$ cat config.mk
export PLATFORM = sky130hd
export DESIGN_NAME = maa_memory_access_arbiter
export DESIGN_NICKNAME = d
export VERILOG_FILES = /design/src/maa_pkg.sv /design/src/maa_memory_access_arbiter.sv
export SDC_FILE = /design/constraint.sdc
export NUM_CORES = 1
export LEC_CHECK = 0
export BUFFER_PORTS_ARGS = -buffer_cell sky130_fd_sc_hd__buf_2
export CORE_ASPECT_RATIO = 0.75
export CORE_MARGIN = 2
export CORE_UTILIZATION = 50
export CTS_CLUSTER_DIAMETER = 40
export CTS_CLUSTER_SIZE = 8
export DETAILED_ROUTE_END_ITERATION = 10
export GPL_ROUTABILITY_DRIVEN = 0
export PLACE_DENSITY = 0.82
export SLEW_MARGIN = 20
export SYNTH_ARGS = -nofsm -noshare
export SYNTH_HDL_FRONTEND = slang
export SYNTH_SLANG_ARGS = --single-unit
$ cat constraint.sdc
create_clock -name ref_clk -period 6.6 [get_ports ref_clk]
set_clock_uncertainty 0.1 [all_clocks]
set_input_delay 0.33 -clock ref_clk [delete_from_list [all_inputs] [get_ports ref_clk]]
set_output_delay 0.33 -clock ref_clk [all_outputs]
set_load 0.02 [all_outputs]
$ cat src/maa_pkg.sv
// Purpose: shared constants of the memory access arbiter
// Assumes: 17-bit cell address, up to sixteen 8,192-cell modules
// Notes: msb of an address vector is the leftmost bit, bit 0 of the field
package maa_pkg;

	// ----------------------------------------
	// address layout
	// ----------------------------------------
	localparam int ADDR_W = 17;
	localparam int MOD_W = 4;
	localparam int CELL_W = 13;
	localparam int NUM_MODULES = 16;
	localparam int CELLS_PER_MODULE = 8192;
	localparam int MOD_LSB = CELL_W;
	localparam int MOD_MSB = ADDR_W - 1;
	localparam logic [ADDR_W-1:0] RESERVED_CELLS = 17'h00100;

	// ----------------------------------------
	// reset values
	// ----------------------------------------
	localparam logic [NUM_MODULES-1:0] RST_MODSEL = 16'h0000;
	localparam logic [CELL_W-1:0] RST_CELL = 13'h0000;

	// ----------------------------------------
	// arbiter states, one-hot
	// ----------------------------------------
	typedef enum logic [3:0] {
		ST_IDLE = 4'b0001,
		ST_GRANT = 4'b0010,
		ST_BUSY = 4'b0100,
		ST_RELEASE = 4'b1000
	} maa_state_e;

endpackage

$ cat src/maa_memory_access_arbiter.sv
// Purpose: grants one of two processors on a shared port access to core memory
// Assumes: requests, launches and memory done arrive without phase relation
// Notes: io_processor outranks central_processor; one access per grant
`timescale 1ns/1ps
`default_nettype none

// Operation
// - address-select grant goes only to the processor that memory is free for.
// - no fixed delay after grant; arbiter waits for the processor's launch.
// - claim inputs are synchronised before use, no phase assumed.
// - two processors share the port; only one uses memory at once.
// - dedicated signal tells the owner it alone holds the data bus.
// - others blocked until the granted processor starts and finishes its access.
// - on simultaneous claims the io_processor wins over the central_processor.
// - each processor has its own module base and allowed-module set.
// - 17-bit address splits into 4-bit module and 13-bit cell index.
// - only the selected module sees the cell index and cycle start; here both go out on shared lines and one-hot modSelect marks the module.
// - selected module performs one read or modify access per launch.
// - decode covers one to sixteen modules of 8,192 cells each.
// - lowest 256 cells are system cells; access to them is flagged.
// - bits are numbered from the leftmost bit, starting at zero.
// - a word is one cell; smaller units sit aligned inside one cell.
// - a doubleword may use any two consecutive cells.
// - simultaneous claims are resolved to exactly one grant.
module maa_memory_access_arbiter (
	// clock and reset
	input wire logic ref_clk,
	input wire logic rst_n,
	// io_processor side
	input wire logic ioReq,
	input wire logic ioLaunch,
	input wire logic ioWrite,
	input wire logic [maa_pkg::ADDR_W-1:0] ioAddr,
	input wire logic [maa_pkg::MOD_W-1:0] ioModBase,
	input wire logic [maa_pkg::NUM_MODULES-1:0] ioModAllow,
	output logic ioGrant,
	output logic ioBusOwn,
	// central_processor side
	input wire logic cpReq,
	input wire logic cpLaunch,
	input wire logic cpWrite,
	input wire logic [maa_pkg::ADDR_W-1:0] cpAddr,
	input wire logic [maa_pkg::MOD_W-1:0] cpModBase,
	input wire logic [maa_pkg::NUM_MODULES-1:0] cpModAllow,
	output logic cpGrant,
	output logic cpBusOwn,
	// memory modules
	input wire logic [maa_pkg::NUM_MODULES-1:0] modPresent,
	input wire logic memDone,
	output logic [maa_pkg::NUM_MODULES-1:0] modSelect,
	output logic [maa_pkg::CELL_W-1:0] cellIndex,
	output logic cycleStart,
	output logic writeOp,
	// status
	output logic sysCellHit,
	output logic addrFault
);
	import maa_pkg::*;

	// ----------------------------------------
	// state
	// ----------------------------------------
	typedef struct packed {
		logic ioReqS1;
		logic ioReqS2;
		logic cpReqS1;
		logic cpReqS2;
		logic ioLaunchS1;
		logic ioLaunchS2;
		logic cpLaunchS1;
		logic cpLaunchS2;
		logic doneS1;
		logic doneS2;
		maa_state_e state;
		logic ownerIo;
		logic ioGrant;
		logic cpGrant;
		logic ioBusOwn;
		logic cpBusOwn;
		logic [NUM_MODULES-1:0] modSelect;
		logic [CELL_W-1:0] cellIndex;
		logic cycleStart;
		logic writeOp;
		logic sysCellHit;
		logic addrFault;
	} maa_regs_s;

	maa_regs_s r_ff;
	maa_regs_s nxt_r;

	// ----------------------------------------
	// owner address decode
	// ----------------------------------------
	logic [ADDR_W-1:0] ownAddr;
	logic [MOD_W-1:0] logMod;
	logic [MOD_W-1:0] physMod;
	logic modOk;
	logic ownLaunch;
	logic ownReq;

	always_comb begin
		ownAddr = r_ff.ownerIo ? ioAddr : cpAddr;
		// leftmost four bits (field bits 0..3) pick the module; no alignment
		// check, so a doubleword may straddle two modules
		logMod = ownAddr[MOD_MSB:MOD_LSB];
		// per-processor relocation; wraps modulo sixteen modules
		physMod = r_ff.ownerIo ? MOD_W'(logMod + ioModBase) : MOD_W'(logMod + cpModBase);
		modOk = (r_ff.ownerIo ? ioModAllow[logMod] : cpModAllow[logMod]) && modPresent[physMod];
		ownLaunch = r_ff.ownerIo ? r_ff.ioLaunchS2 : r_ff.cpLaunchS2;
		ownReq = r_ff.ownerIo ? r_ff.ioReqS2 : r_ff.cpReqS2;
	end

	// ----------------------------------------
	// next state
	// ----------------------------------------
	always_comb begin
		nxt_r = r_ff;
		// synchronisers: stage one is read only by stage two
		nxt_r.ioReqS1 = ioReq;
		nxt_r.ioReqS2 = r_ff.ioReqS1;
		nxt_r.cpReqS1 = cpReq;
		nxt_r.cpReqS2 = r_ff.cpReqS1;
		nxt_r.ioLaunchS1 = ioLaunch;
		nxt_r.ioLaunchS2 = r_ff.ioLaunchS1;
		nxt_r.cpLaunchS1 = cpLaunch;
		nxt_r.cpLaunchS2 = r_ff.cpLaunchS1;
		nxt_r.doneS1 = memDone;
		nxt_r.doneS2 = r_ff.doneS1;
		nxt_r.addrFault = 1'b0;
		unique case (r_ff.state)
			ST_IDLE: begin
				if (r_ff.ioReqS2) begin
					// fixed priority, io first
					nxt_r.ownerIo = 1'b1;
					nxt_r.ioGrant = 1'b1;
					nxt_r.ioBusOwn = 1'b1;
					nxt_r.state = ST_GRANT;
				end else if (r_ff.cpReqS2) begin
					nxt_r.ownerIo = 1'b0;
					nxt_r.cpGrant = 1'b1;
					nxt_r.cpBusOwn = 1'b1;
					nxt_r.state = ST_GRANT;
				end
			end
			ST_GRANT: begin
				// no timeout: the processor alone paces the transfer
				if (ownLaunch) begin
					if (modOk) begin
						nxt_r.modSelect = NUM_MODULES'(1) << physMod;
						nxt_r.cellIndex = ownAddr[CELL_W-1:0];
						nxt_r.cycleStart = 1'b1;
						nxt_r.writeOp = r_ff.ownerIo ? ioWrite : cpWrite;
						nxt_r.sysCellHit = ownAddr < RESERVED_CELLS;
						nxt_r.state = ST_BUSY;
					end else begin
						// unmapped module: no cycle, grant is dropped
						nxt_r.addrFault = 1'b1;
						nxt_r.state = ST_RELEASE;
					end
				end
			end
			ST_BUSY: begin
				// memory stays exclusive until the module reports done
				if (r_ff.doneS2) begin
					nxt_r.cycleStart = 1'b0;
					nxt_r.modSelect = RST_MODSEL;
					nxt_r.state = ST_RELEASE;
				end
			end
			ST_RELEASE: begin
				nxt_r.ioGrant = 1'b0;
				nxt_r.cpGrant = 1'b0;
				// wait for the handshake to return to rest so a stale
				// claim or launch is never taken as a new one
				if (!ownReq && !ownLaunch && !r_ff.doneS2) begin
					nxt_r.ioBusOwn = 1'b0;
					nxt_r.cpBusOwn = 1'b0;
					nxt_r.sysCellHit = 1'b0;
					nxt_r.state = ST_IDLE;
				end
			end
		endcase
	end

	// ----------------------------------------
	// registers
	// ----------------------------------------
	always_ff @(posedge ref_clk or negedge rst_n) begin
		if (!rst_n) begin
			r_ff <= '{
				state: ST_IDLE,
				modSelect: RST_MODSEL,
				cellIndex: RST_CELL,
				default: 1'b0
			};
		end else begin
			r_ff <= nxt_r;
		end
	end

	// ----------------------------------------
	// outputs
	// ----------------------------------------
	assign ioGrant = r_ff.ioGrant;
	assign cpGrant = r_ff.cpGrant;
	assign ioBusOwn = r_ff.ioBusOwn;
	assign cpBusOwn = r_ff.cpBusOwn;
	assign modSelect = r_ff.modSelect;
	assign cellIndex = r_ff.cellIndex;
	assign cycleStart = r_ff.cycleStart;
	assign writeOp = r_ff.writeOp;
	assign sysCellHit = r_ff.sysCellHit;
	assign addrFault = r_ff.addrFault;

	logic [ADDR_W-1:0] srcAddrChk;
	assign srcAddrChk = ownAddr;
endmodule
`default_nettype wire

==> flow_metrics.py, run 1 <==
metrics = {
    "floorplan": {
        "io_pins": 136,
        "die_x_um": 98.4,
        "fp.coreArea_mm2": 0.00638,
        "dieArea_mm2": 0.00736,
        "num_rows": 25,
        "start_util": 0.524,
        "die_h_um": 74.8,
    },
    "critical_path": {
        "path_common_cell": "mux2i_1",
        "path_cells": "buf_4, mux2i_4, inv_2, ha_1, fa_1, mux4_2, mux2i_1, mux2i_1, o31a_2, nand3_4, mux2_4",
        "worst_path_max_delay_cell": "fa_1",
        "crit_required_ns": 6.69,
        "rr_worst_depth": 11,
        "path_class": "reg -> reg",
        "r2r-start": "r_ff[37]$_DFFE_PN0P_",
        "cp_num_buf_inv": 2,
        "max_stage_delay_ns": 0.73,
        "crit_fanout": 33,
        "start_kind": "register",
        "r2r_end": "cellIndex[2]$_DFFE_PN0P_",
        "cp-startpoint": "r_ff[37]$_DFFE_PN0P_",
        "arrival_ns": 4.32,
        "end_kind": "register",
        "path_delay_family": "multiplexers",
        "endpoint": "cellIndex[2]$_DFFE_PN0P_",
        "crit_cells": 11,
        "r2r_setup_slack_ns": 2.37,
    },
    "power": {
        "p_comb_frac": 0.571,
        "vdd_ir_drop_max_v": 0.000211,
        "p_sw_w": 0.000715,
        "swShare": 0.424,
        "p_seq_frac": 0.297,
        "leakagePower_nw": 2.09,
        "power_density_mw_per_mm2": 427,
        "p_clk_frac": 0.132,
        "internal_power_w": 0.000972,
    },
    "clocking": {
        "cts_root_buffer": "clkbuf_8",
        "clk_pin_slew_ns": 0.09,
        "cts_made_buffers": 5,
        "ctsResizeCount": 0,
        "cts_tree": "built",
        "cts_max_path_buffers": 2,
        "cts-htree-levels": 2,
        "insertion_delay_ns": 0.31,
        "clkSinkCount": 52,
    },
    "hold_path": {
        "holdCritPathClass": "in -> reg",
    },
    "synthesis": {
        "synthCells": 323,
        "synthTopCellsByArea": "dfrtp_1 (38%), mux2i_1 (8.1%), mux2_2 (7.8%)",
        "yosysWarnings": 0,
        "syn_area_mm2": 0.00334,
        "synth_flop_cell": "dfrtp_1",
        "synth_largest_area_cell": "dfrtp_1",
        "ys_ff_latch": 52,
        "synth_nets": 426,
        "yosysMostFrequentCell": "nand2_1",
        "synth_top_area_frac": 0.382,
        "avgSynthCellArea_um2": 10.3,
        "synth_commonest_cells": "nand2_1 (60), dfrtp_1 (51), buf_4 (30)",
        "async_flop_share": 1.00,
        "yosysUniqueCellTypes": 50,
        "synth_edf_count": 0,
        "yosysSeqAreaShare": 0.390,
    },
    "global_route": {
        "grt_pass1_wl_um": 12600,
        "gr-total-overflow": 0,
        "grt.total_usage": 0.214,
        "antenna_found_initial": 0,
        "grt_pass1_vias": 2701,
        "grt_max_degree": 53,
    },
    "sta": {
        "fin_crit_ns": 4.23,
        "setup_slack_ns": 2.37,
        "drv_slew": 0,
        "fmax_mhz": 237,
        "slew_headroom": 0.443,
        "setup_violations": 0,
        "rsz0062_at_grt": "no",
        "tightest_slew_ns": 0.820,
        "finalSetupTns_ns": 0,
        "finalHoldViolations": 0,
        "min_period_over_period": 0.641,
    },
    "route": {
        "routed_wl_um": 7940,
        "vias": 2745,
        "viasPerCell": 5.41,
        "post_drt_wl_per_cell_um": 15.7,
        "firstDrtPassIters": 4,
        "drt_iter0_markers": 191,
        "drc": 0,
        "ant_nets": 0,
    },
    "layout": {
        "nets": 528,
        "area.growth.synth_to_final_pct": 18.2,
        "diodes": 0,
        "drive_above_1_share": 0.446,
        "fillers": 564,
    },
    "place": {
        "io_buffers": 135,
        "dp_slack_ns": 2.39,
        "hpwl_um": 6140,
    },
    "status": {
        "status": "finished, final reports clean",
    },
    "run": {
        "cap_violations": 0,
    },
}
worst reg2reg max path, cell delays in order (launching register included):
cell and delay, ns:
dfrtp_1 0.39, buf_4 0.39, mux2i_4 0.41, inv_2 0.14, ha_1 0.25, fa_1 0.73, mux4_2 0.27, mux2i_1 0.09
mux2i_1 0.20, o31a_2 0.21, nand3_4 0.46, mux2_4 0.49
metrics by stage:
stage	total power (W)	hold WS [ns]	cell area, um2	util	instances
6_report	0.00169	0.0274	3950	0.619	507
5_1_grt	0.00181	0.000485	3950	0.619	507
4_1_cts	0.00170	0.0129	3940	0.617	506
3_5_place_dp	0.00147	0.236	3820	0.599	498
3_3_place_gp	0.00144	0.235	3820	0.599	498
2_1_floorplan	0.00133	-0.0656	3340	-	323
logic make-up after synthesis:
| family | share of synthesized area |
|---|---|
| buf+inv | 0.0963 |
| mux | 0.246 |
| fa+ha+maj | 0.0172 |
| flops | 0.390 |
| compound gates | 0.0786 |
| simple gates | 0.162 |
| xor+xnor | 0.0105 |
metal layers:
metal	up-vias	share of wire	routed length, um	global-route usage
li1	1311	-	-	-
met1	1289	0.42	3360	0.283
met2	133	0.48	3810	0.361
met4	0	0.0068	54	0.0441
met5	-	0	0	0
met3	12	0.089	707	0.0641
placed cells by master (no fill, tap or decap), drive strengths merged, types with 2 or more instances in the layout:
cell	instances
a2111oi	2
a211oi	4
a21boi	2
a21o	2
a21oi	9
a221oi	2
a22o	2
and2	3
buf	136
clkbuf	5
dfrtp	51
ha	3
inv	6
mux2	34
mux2i	29
mux4	4
nand2	60
nand2b	4
nand3	6
nand4	2
nand4b	2
nor2	10
nor2b	14
nor3	3
nor4b	3
o21ai	6
o22ai	4
xnor2	4
final cells by class:
cell class | instances | area (um2) | area share
Clock buffer | 5 | 68.8 | 0.0174
Sequential cell | 52 | 1300 | 0.330
Timing Repair Buffer | 137 | 696 | 0.176
Clock inverter | 3 | 46.3 | 0.0117
Tap cell | 81 | 101 | 0.0257
Inverter | 5 | 18.8 | 0.00475
Multi-Input combinational cell | 224 | 1720 | 0.435
flip-flops by register name, indices dropped and copies added, names as in the netlist:
| signal | cells |
|---|---|
| r_ff | 10 |
| sysCellHit | 1 |
| cpBusOwn | 1 |
| cycleStart | 1 |
| addrFault | 1 |
| modSelect | 16 |
| writeOp | 1 |
| nxt_r | 5 |
| cellIndex | 13 |
| cpGrant | 1 |
| ioGrant | 1 |
| ioBusOwn | 1 |
worst min-delay path by stage:
| stage | from | endpoint | cells past startpoint |
|---|---|---|---|
| 6_report | ioReq | nxt_r[50]$_DFF_PN0_ | 1 |
| 5_1_grt | memDone | nxt_r[42]$_DFF_PN0_ | 1 |
| 4_1_cts | memDone | nxt_r[42]$_DFF_PN0_ | 1 |
| 3_5_place_dp | nxt_r[42]$_DFF_PN0_ | r_ff[42]$_DFF_PN0_ | 0 |
| 3_3_place_gp | nxt_r[44]$_DFF_PN0_ | r_ff[44]$_DFF_PN0_ | 0 |
| 2_1_floorplan | rst_n | addrFault$_DFF_PN0_ | 0 |
power groups by stage:
stage	logic, W	registers, W	clock network (W)
5_1_grt	0.00105	0.000518	0.000243
6_report	0.000963	0.000502	0.000222
3_5_place_dp	0.000960	0.000507	0
3_3_place_gp	0.000931	0.000506	0
4_1_cts	0.000964	0.000503	0.000229
2_1_floorplan	0.000819	0.000510	0
what timing repair did:
action                                 in CTS  in global routing
endpoints found under the hold margin       0                 39
buffers inserted                            0                  0
hold buffers                                0                  1
Note: power is estimated with default switching activity, not from simulation.
==> run 2: changes to the inputs <==
--- a/config.mk
+++ b/config.mk
@@ -8,12 +8,12 @@
 export BUFFER_PORTS_ARGS = -buffer_cell sky130_fd_sc_hd__buf_2
 export CORE_ASPECT_RATIO = 0.75
 export CORE_MARGIN = 2
-export CORE_UTILIZATION = 50
+export CORE_UTILIZATION = 44
 export CTS_CLUSTER_DIAMETER = 40
 export CTS_CLUSTER_SIZE = 8
 export DETAILED_ROUTE_END_ITERATION = 10
 export GPL_ROUTABILITY_DRIVEN = 0
-export PLACE_DENSITY = 0.82
+export PLACE_DENSITY = 0.77
 export SLEW_MARGIN = 20
 export SYNTH_ARGS = -nofsm -noshare
 export SYNTH_HDL_FRONTEND = slang
==> constraint.sdc (replaced) <==
create_clock -name ref_clk -period 3.4 [get_ports ref_clk]
set_clock_uncertainty 0.1 [all_clocks]
set_input_delay 0.17 -clock ref_clk [delete_from_list [all_inputs] [get_ports ref_clk]]
set_output_delay 0.17 -clock ref_clk [all_outputs]
set_load 0.02 [all_outputs]
==> run 2 against run 1 <==
Effect of this change: core utilization decreased by 5.6 points; worst setup slack got worse by 2.2 ns; die area increased by 13%; register-to-register slack got worse by 2.2 ns; non-clock buffer count increased by 19; hold slack improved by 0.10 ns; combinational power increased by 110%; sequential share of layout area decreased by 1.5 points.
==> flow_metrics.py, run 2 (synthesis results as in run 1) <==
metrics = {
    "sta": {
        "tightest_slew_ns": 0.695,
        "hold_ws_ns": 0.127,
        "slew_headroom": 0.524,
        "finalHoldViolations": 0,
        "setup_violations": 0,
        "fin_crit_ns": 3.20,
        "rsz0062_at_grt": "no",
        "finalSetupTns_ns": 0,
        "min_period_over_period": 0.941,
        "fmax_mhz": 312,
        "drv_slew": 0,
    },
    "critical_path": {
        "crit_cells": 10,
        "r2r-start": "r_ff[37]$_DFFE_PN0P_",
        "end_kind": "register",
        "cp_num_buf_inv": 1,
        "path_common_cell": "mux2i_1",
        "start_kind": "register",
        "rr_worst_depth": 10,
        "crit_required_ns": 3.48,
        "worst_path_max_delay_cell": "fa_1",
        "crit_fanout": 10,
        "r2r_end": "cellIndex[7]$_DFFE_PN0P_",
        "max_stage_delay_ns": 0.62,
        "path_class": "reg -> reg",
        "path_delay_family": "multiplexers",
        "r2r_setup_slack_ns": 0.20,
        "arrival_ns": 3.28,
        "path_cells": "mux2_2, ha_1, fa_1, mux4_2, mux2i_1, mux2i_1, o31a_2, nand3_4, buf_12, mux2_4",
    },
    "power": {
        "swShare": 0.420,
        "p_comb_frac": 0.600,
        "p_sw_w": 0.00141,
        "power_density_mw_per_mm2": 811,
        "leakagePower_nw": 2.18,
        "vdd_ir_drop_max_v": 0.000409,
        "internal_power_w": 0.00195,
        "p_clk_frac": 0.106,
        "p_total_w": 0.00336,
        "p_seq_frac": 0.294,
    },
    "run": {
        "cap_violations": 0,
    },
    "hold_path": {
        "holdCritPathClass": "in -> reg",
        "min_from": "ioAddr[6]",
        "hold_end": "cellIndex[6]$_DFFE_PN0P_",
        "holdPathStages": 3,
    },
    "floorplan": {
        "die_x_um": 105,
        "io_pins": 136,
        "num_rows": 27,
        "start_util": 0.454,
        "die_h_um": 79.5,
        "dieArea_mm2": 0.00831,
        "fp.coreArea_mm2": 0.00736,
    },
    "route": {
        "dr_wl_met2_um": 3880,
        "routed_wl_um": 8240,
        "top_layer_used": "met4",
        "post_drt_wl_per_cell_um": 15.1,
        "viasPerCell": 5.13,
        "vias": 2800,
        "drc": 0,
        "wl_met1_um": 3720,
        "drt_iter0_markers": 142,
        "wl_met3_um": 601,
        "ant_nets": 0,
        "firstDrtPassIters": 4,
    },
    "global_route": {
        "antenna_found_initial": 0,
        "gr-total-overflow": 0,
        "grt_pass1_vias": 2800,
        "grt.total_usage": 0.200,
        "grt_max_degree": 30,
        "grt_pass1_wl_um": 13400,
    },
    "place": {
        "io_buffers": 135,
        "hpwl_um": 6490,
        "place_inst": 530,
    },
    "clocking": {
        "cts_root_buffer": "clkbuf_8",
        "cts_max_path_buffers": 2,
        "clk_pin_slew_ns": 0.09,
        "insertion_delay_ns": 0.29,
        "cts_tree": "built",
        "cts_made_buffers": 5,
        "clkSinkCount": 52,
        "cts-htree-levels": 2,
    },
    "layout": {
        "final_cell_mix": "buf_2 (135), nand2_1 (60), dfrtp_1 (50)",
        "fin_cells": 546,
        "diodes": 0,
        "final_common_cell": "buf_2",
        "nets": 547,
        "area.growth.synth_to_final_pct": 24.1,
        "largest_reg_flops": 16,
        "drive_above_1_share": 0.458,
    },
    "status": {
        "status": "finished, final reports clean",
    },
}
[run 2: how the worst max path moves through the flow]
| stage | endpoint | from | slack [ns] |
|---|---|---|---|
| final | cellIndex[7]$_DFFE_PN0P_ | r_ff[37]$_DFFE_PN0P_ | 0.20 |
| after global routing | cellIndex[9]$_DFFE_PN0P_ | r_ff[37]$_DFFE_PN0P_ | 0.02 |
| after CTS | cellIndex[7]$_DFFE_PN0P_ | r_ff[37]$_DFFE_PN0P_ | 0.12 |
| after detailed placement | modSelect[1]$_DFFE_PN0P_ | r_ff[37]$_DFFE_PN0P_ | 0.02 |
| after global placement | modSelect[5]$_DFFE_PN0P_ | r_ff[37]$_DFFE_PN0P_ | 0.15 |
| after floorplan | cellIndex[11]$_DFFE_PN0P_ | r_ff[37]$_DFFE_PN0P_ | 0.02 |
[run 2: worst min-delay path: stages]
cell	delay [ns]
buf_2	0.07
mux2_2	0.13
mux2_4	0.13
[run 2: routing by layer]
layer	up-vias	global-route usage
met1	1346	0.268
li1	1340	-
met4	0	0.0253
met3	6	0.0490
met5	-	0
met2	108	0.341
[run 2: metrics by stage]
stage | util | cell area [um2] | setup slack, ns
6_report | 0.563 | 4150 | 0.200
5_1_grt | 0.563 | 4150 | 0.0164
4_1_cts | 0.563 | 4140 | 0.122
3_5_place_dp | 0.536 | 3950 | 0.0225
3_3_place_gp | 0.536 | 3950 | 0.146
2_1_floorplan | - | 3350 | 0.0185
[run 2: repair_timing]
item	4_1_cts	5_1_grt
gates resized for setup	0	1
setup buffers	2	0
hold buffers	6	0
hold endpoints to repair	28	0
endpoints found under the setup margin	1	15
[run 2: cell type report]
type | count | area (um2)
clock inverter | 1 | 7.51
timing repair buffer | 156 | 886
fill | 688 | 3220
multi-input combinational | 224 | 1720
inverter | 5 | 18.8
clock buffer | 7 | 86.3
sequential | 52 | 1300
tap | 101 | 126
[run 2: power groups by stage]
stage / clock network, W / registers (W) / logic, W
after global routing: 0.000396 / 0.00103 / 0.00219
after detailed placement: 0 / 0.000994 / 0.00197
final: 0.000358 / 0.000988 / 0.00202
after global placement: 0 / 0.000985 / 0.00193
after CTS: 0.000369 / 0.000985 / 0.00202
after floorplan: 0 / 0.000989 / 0.00161
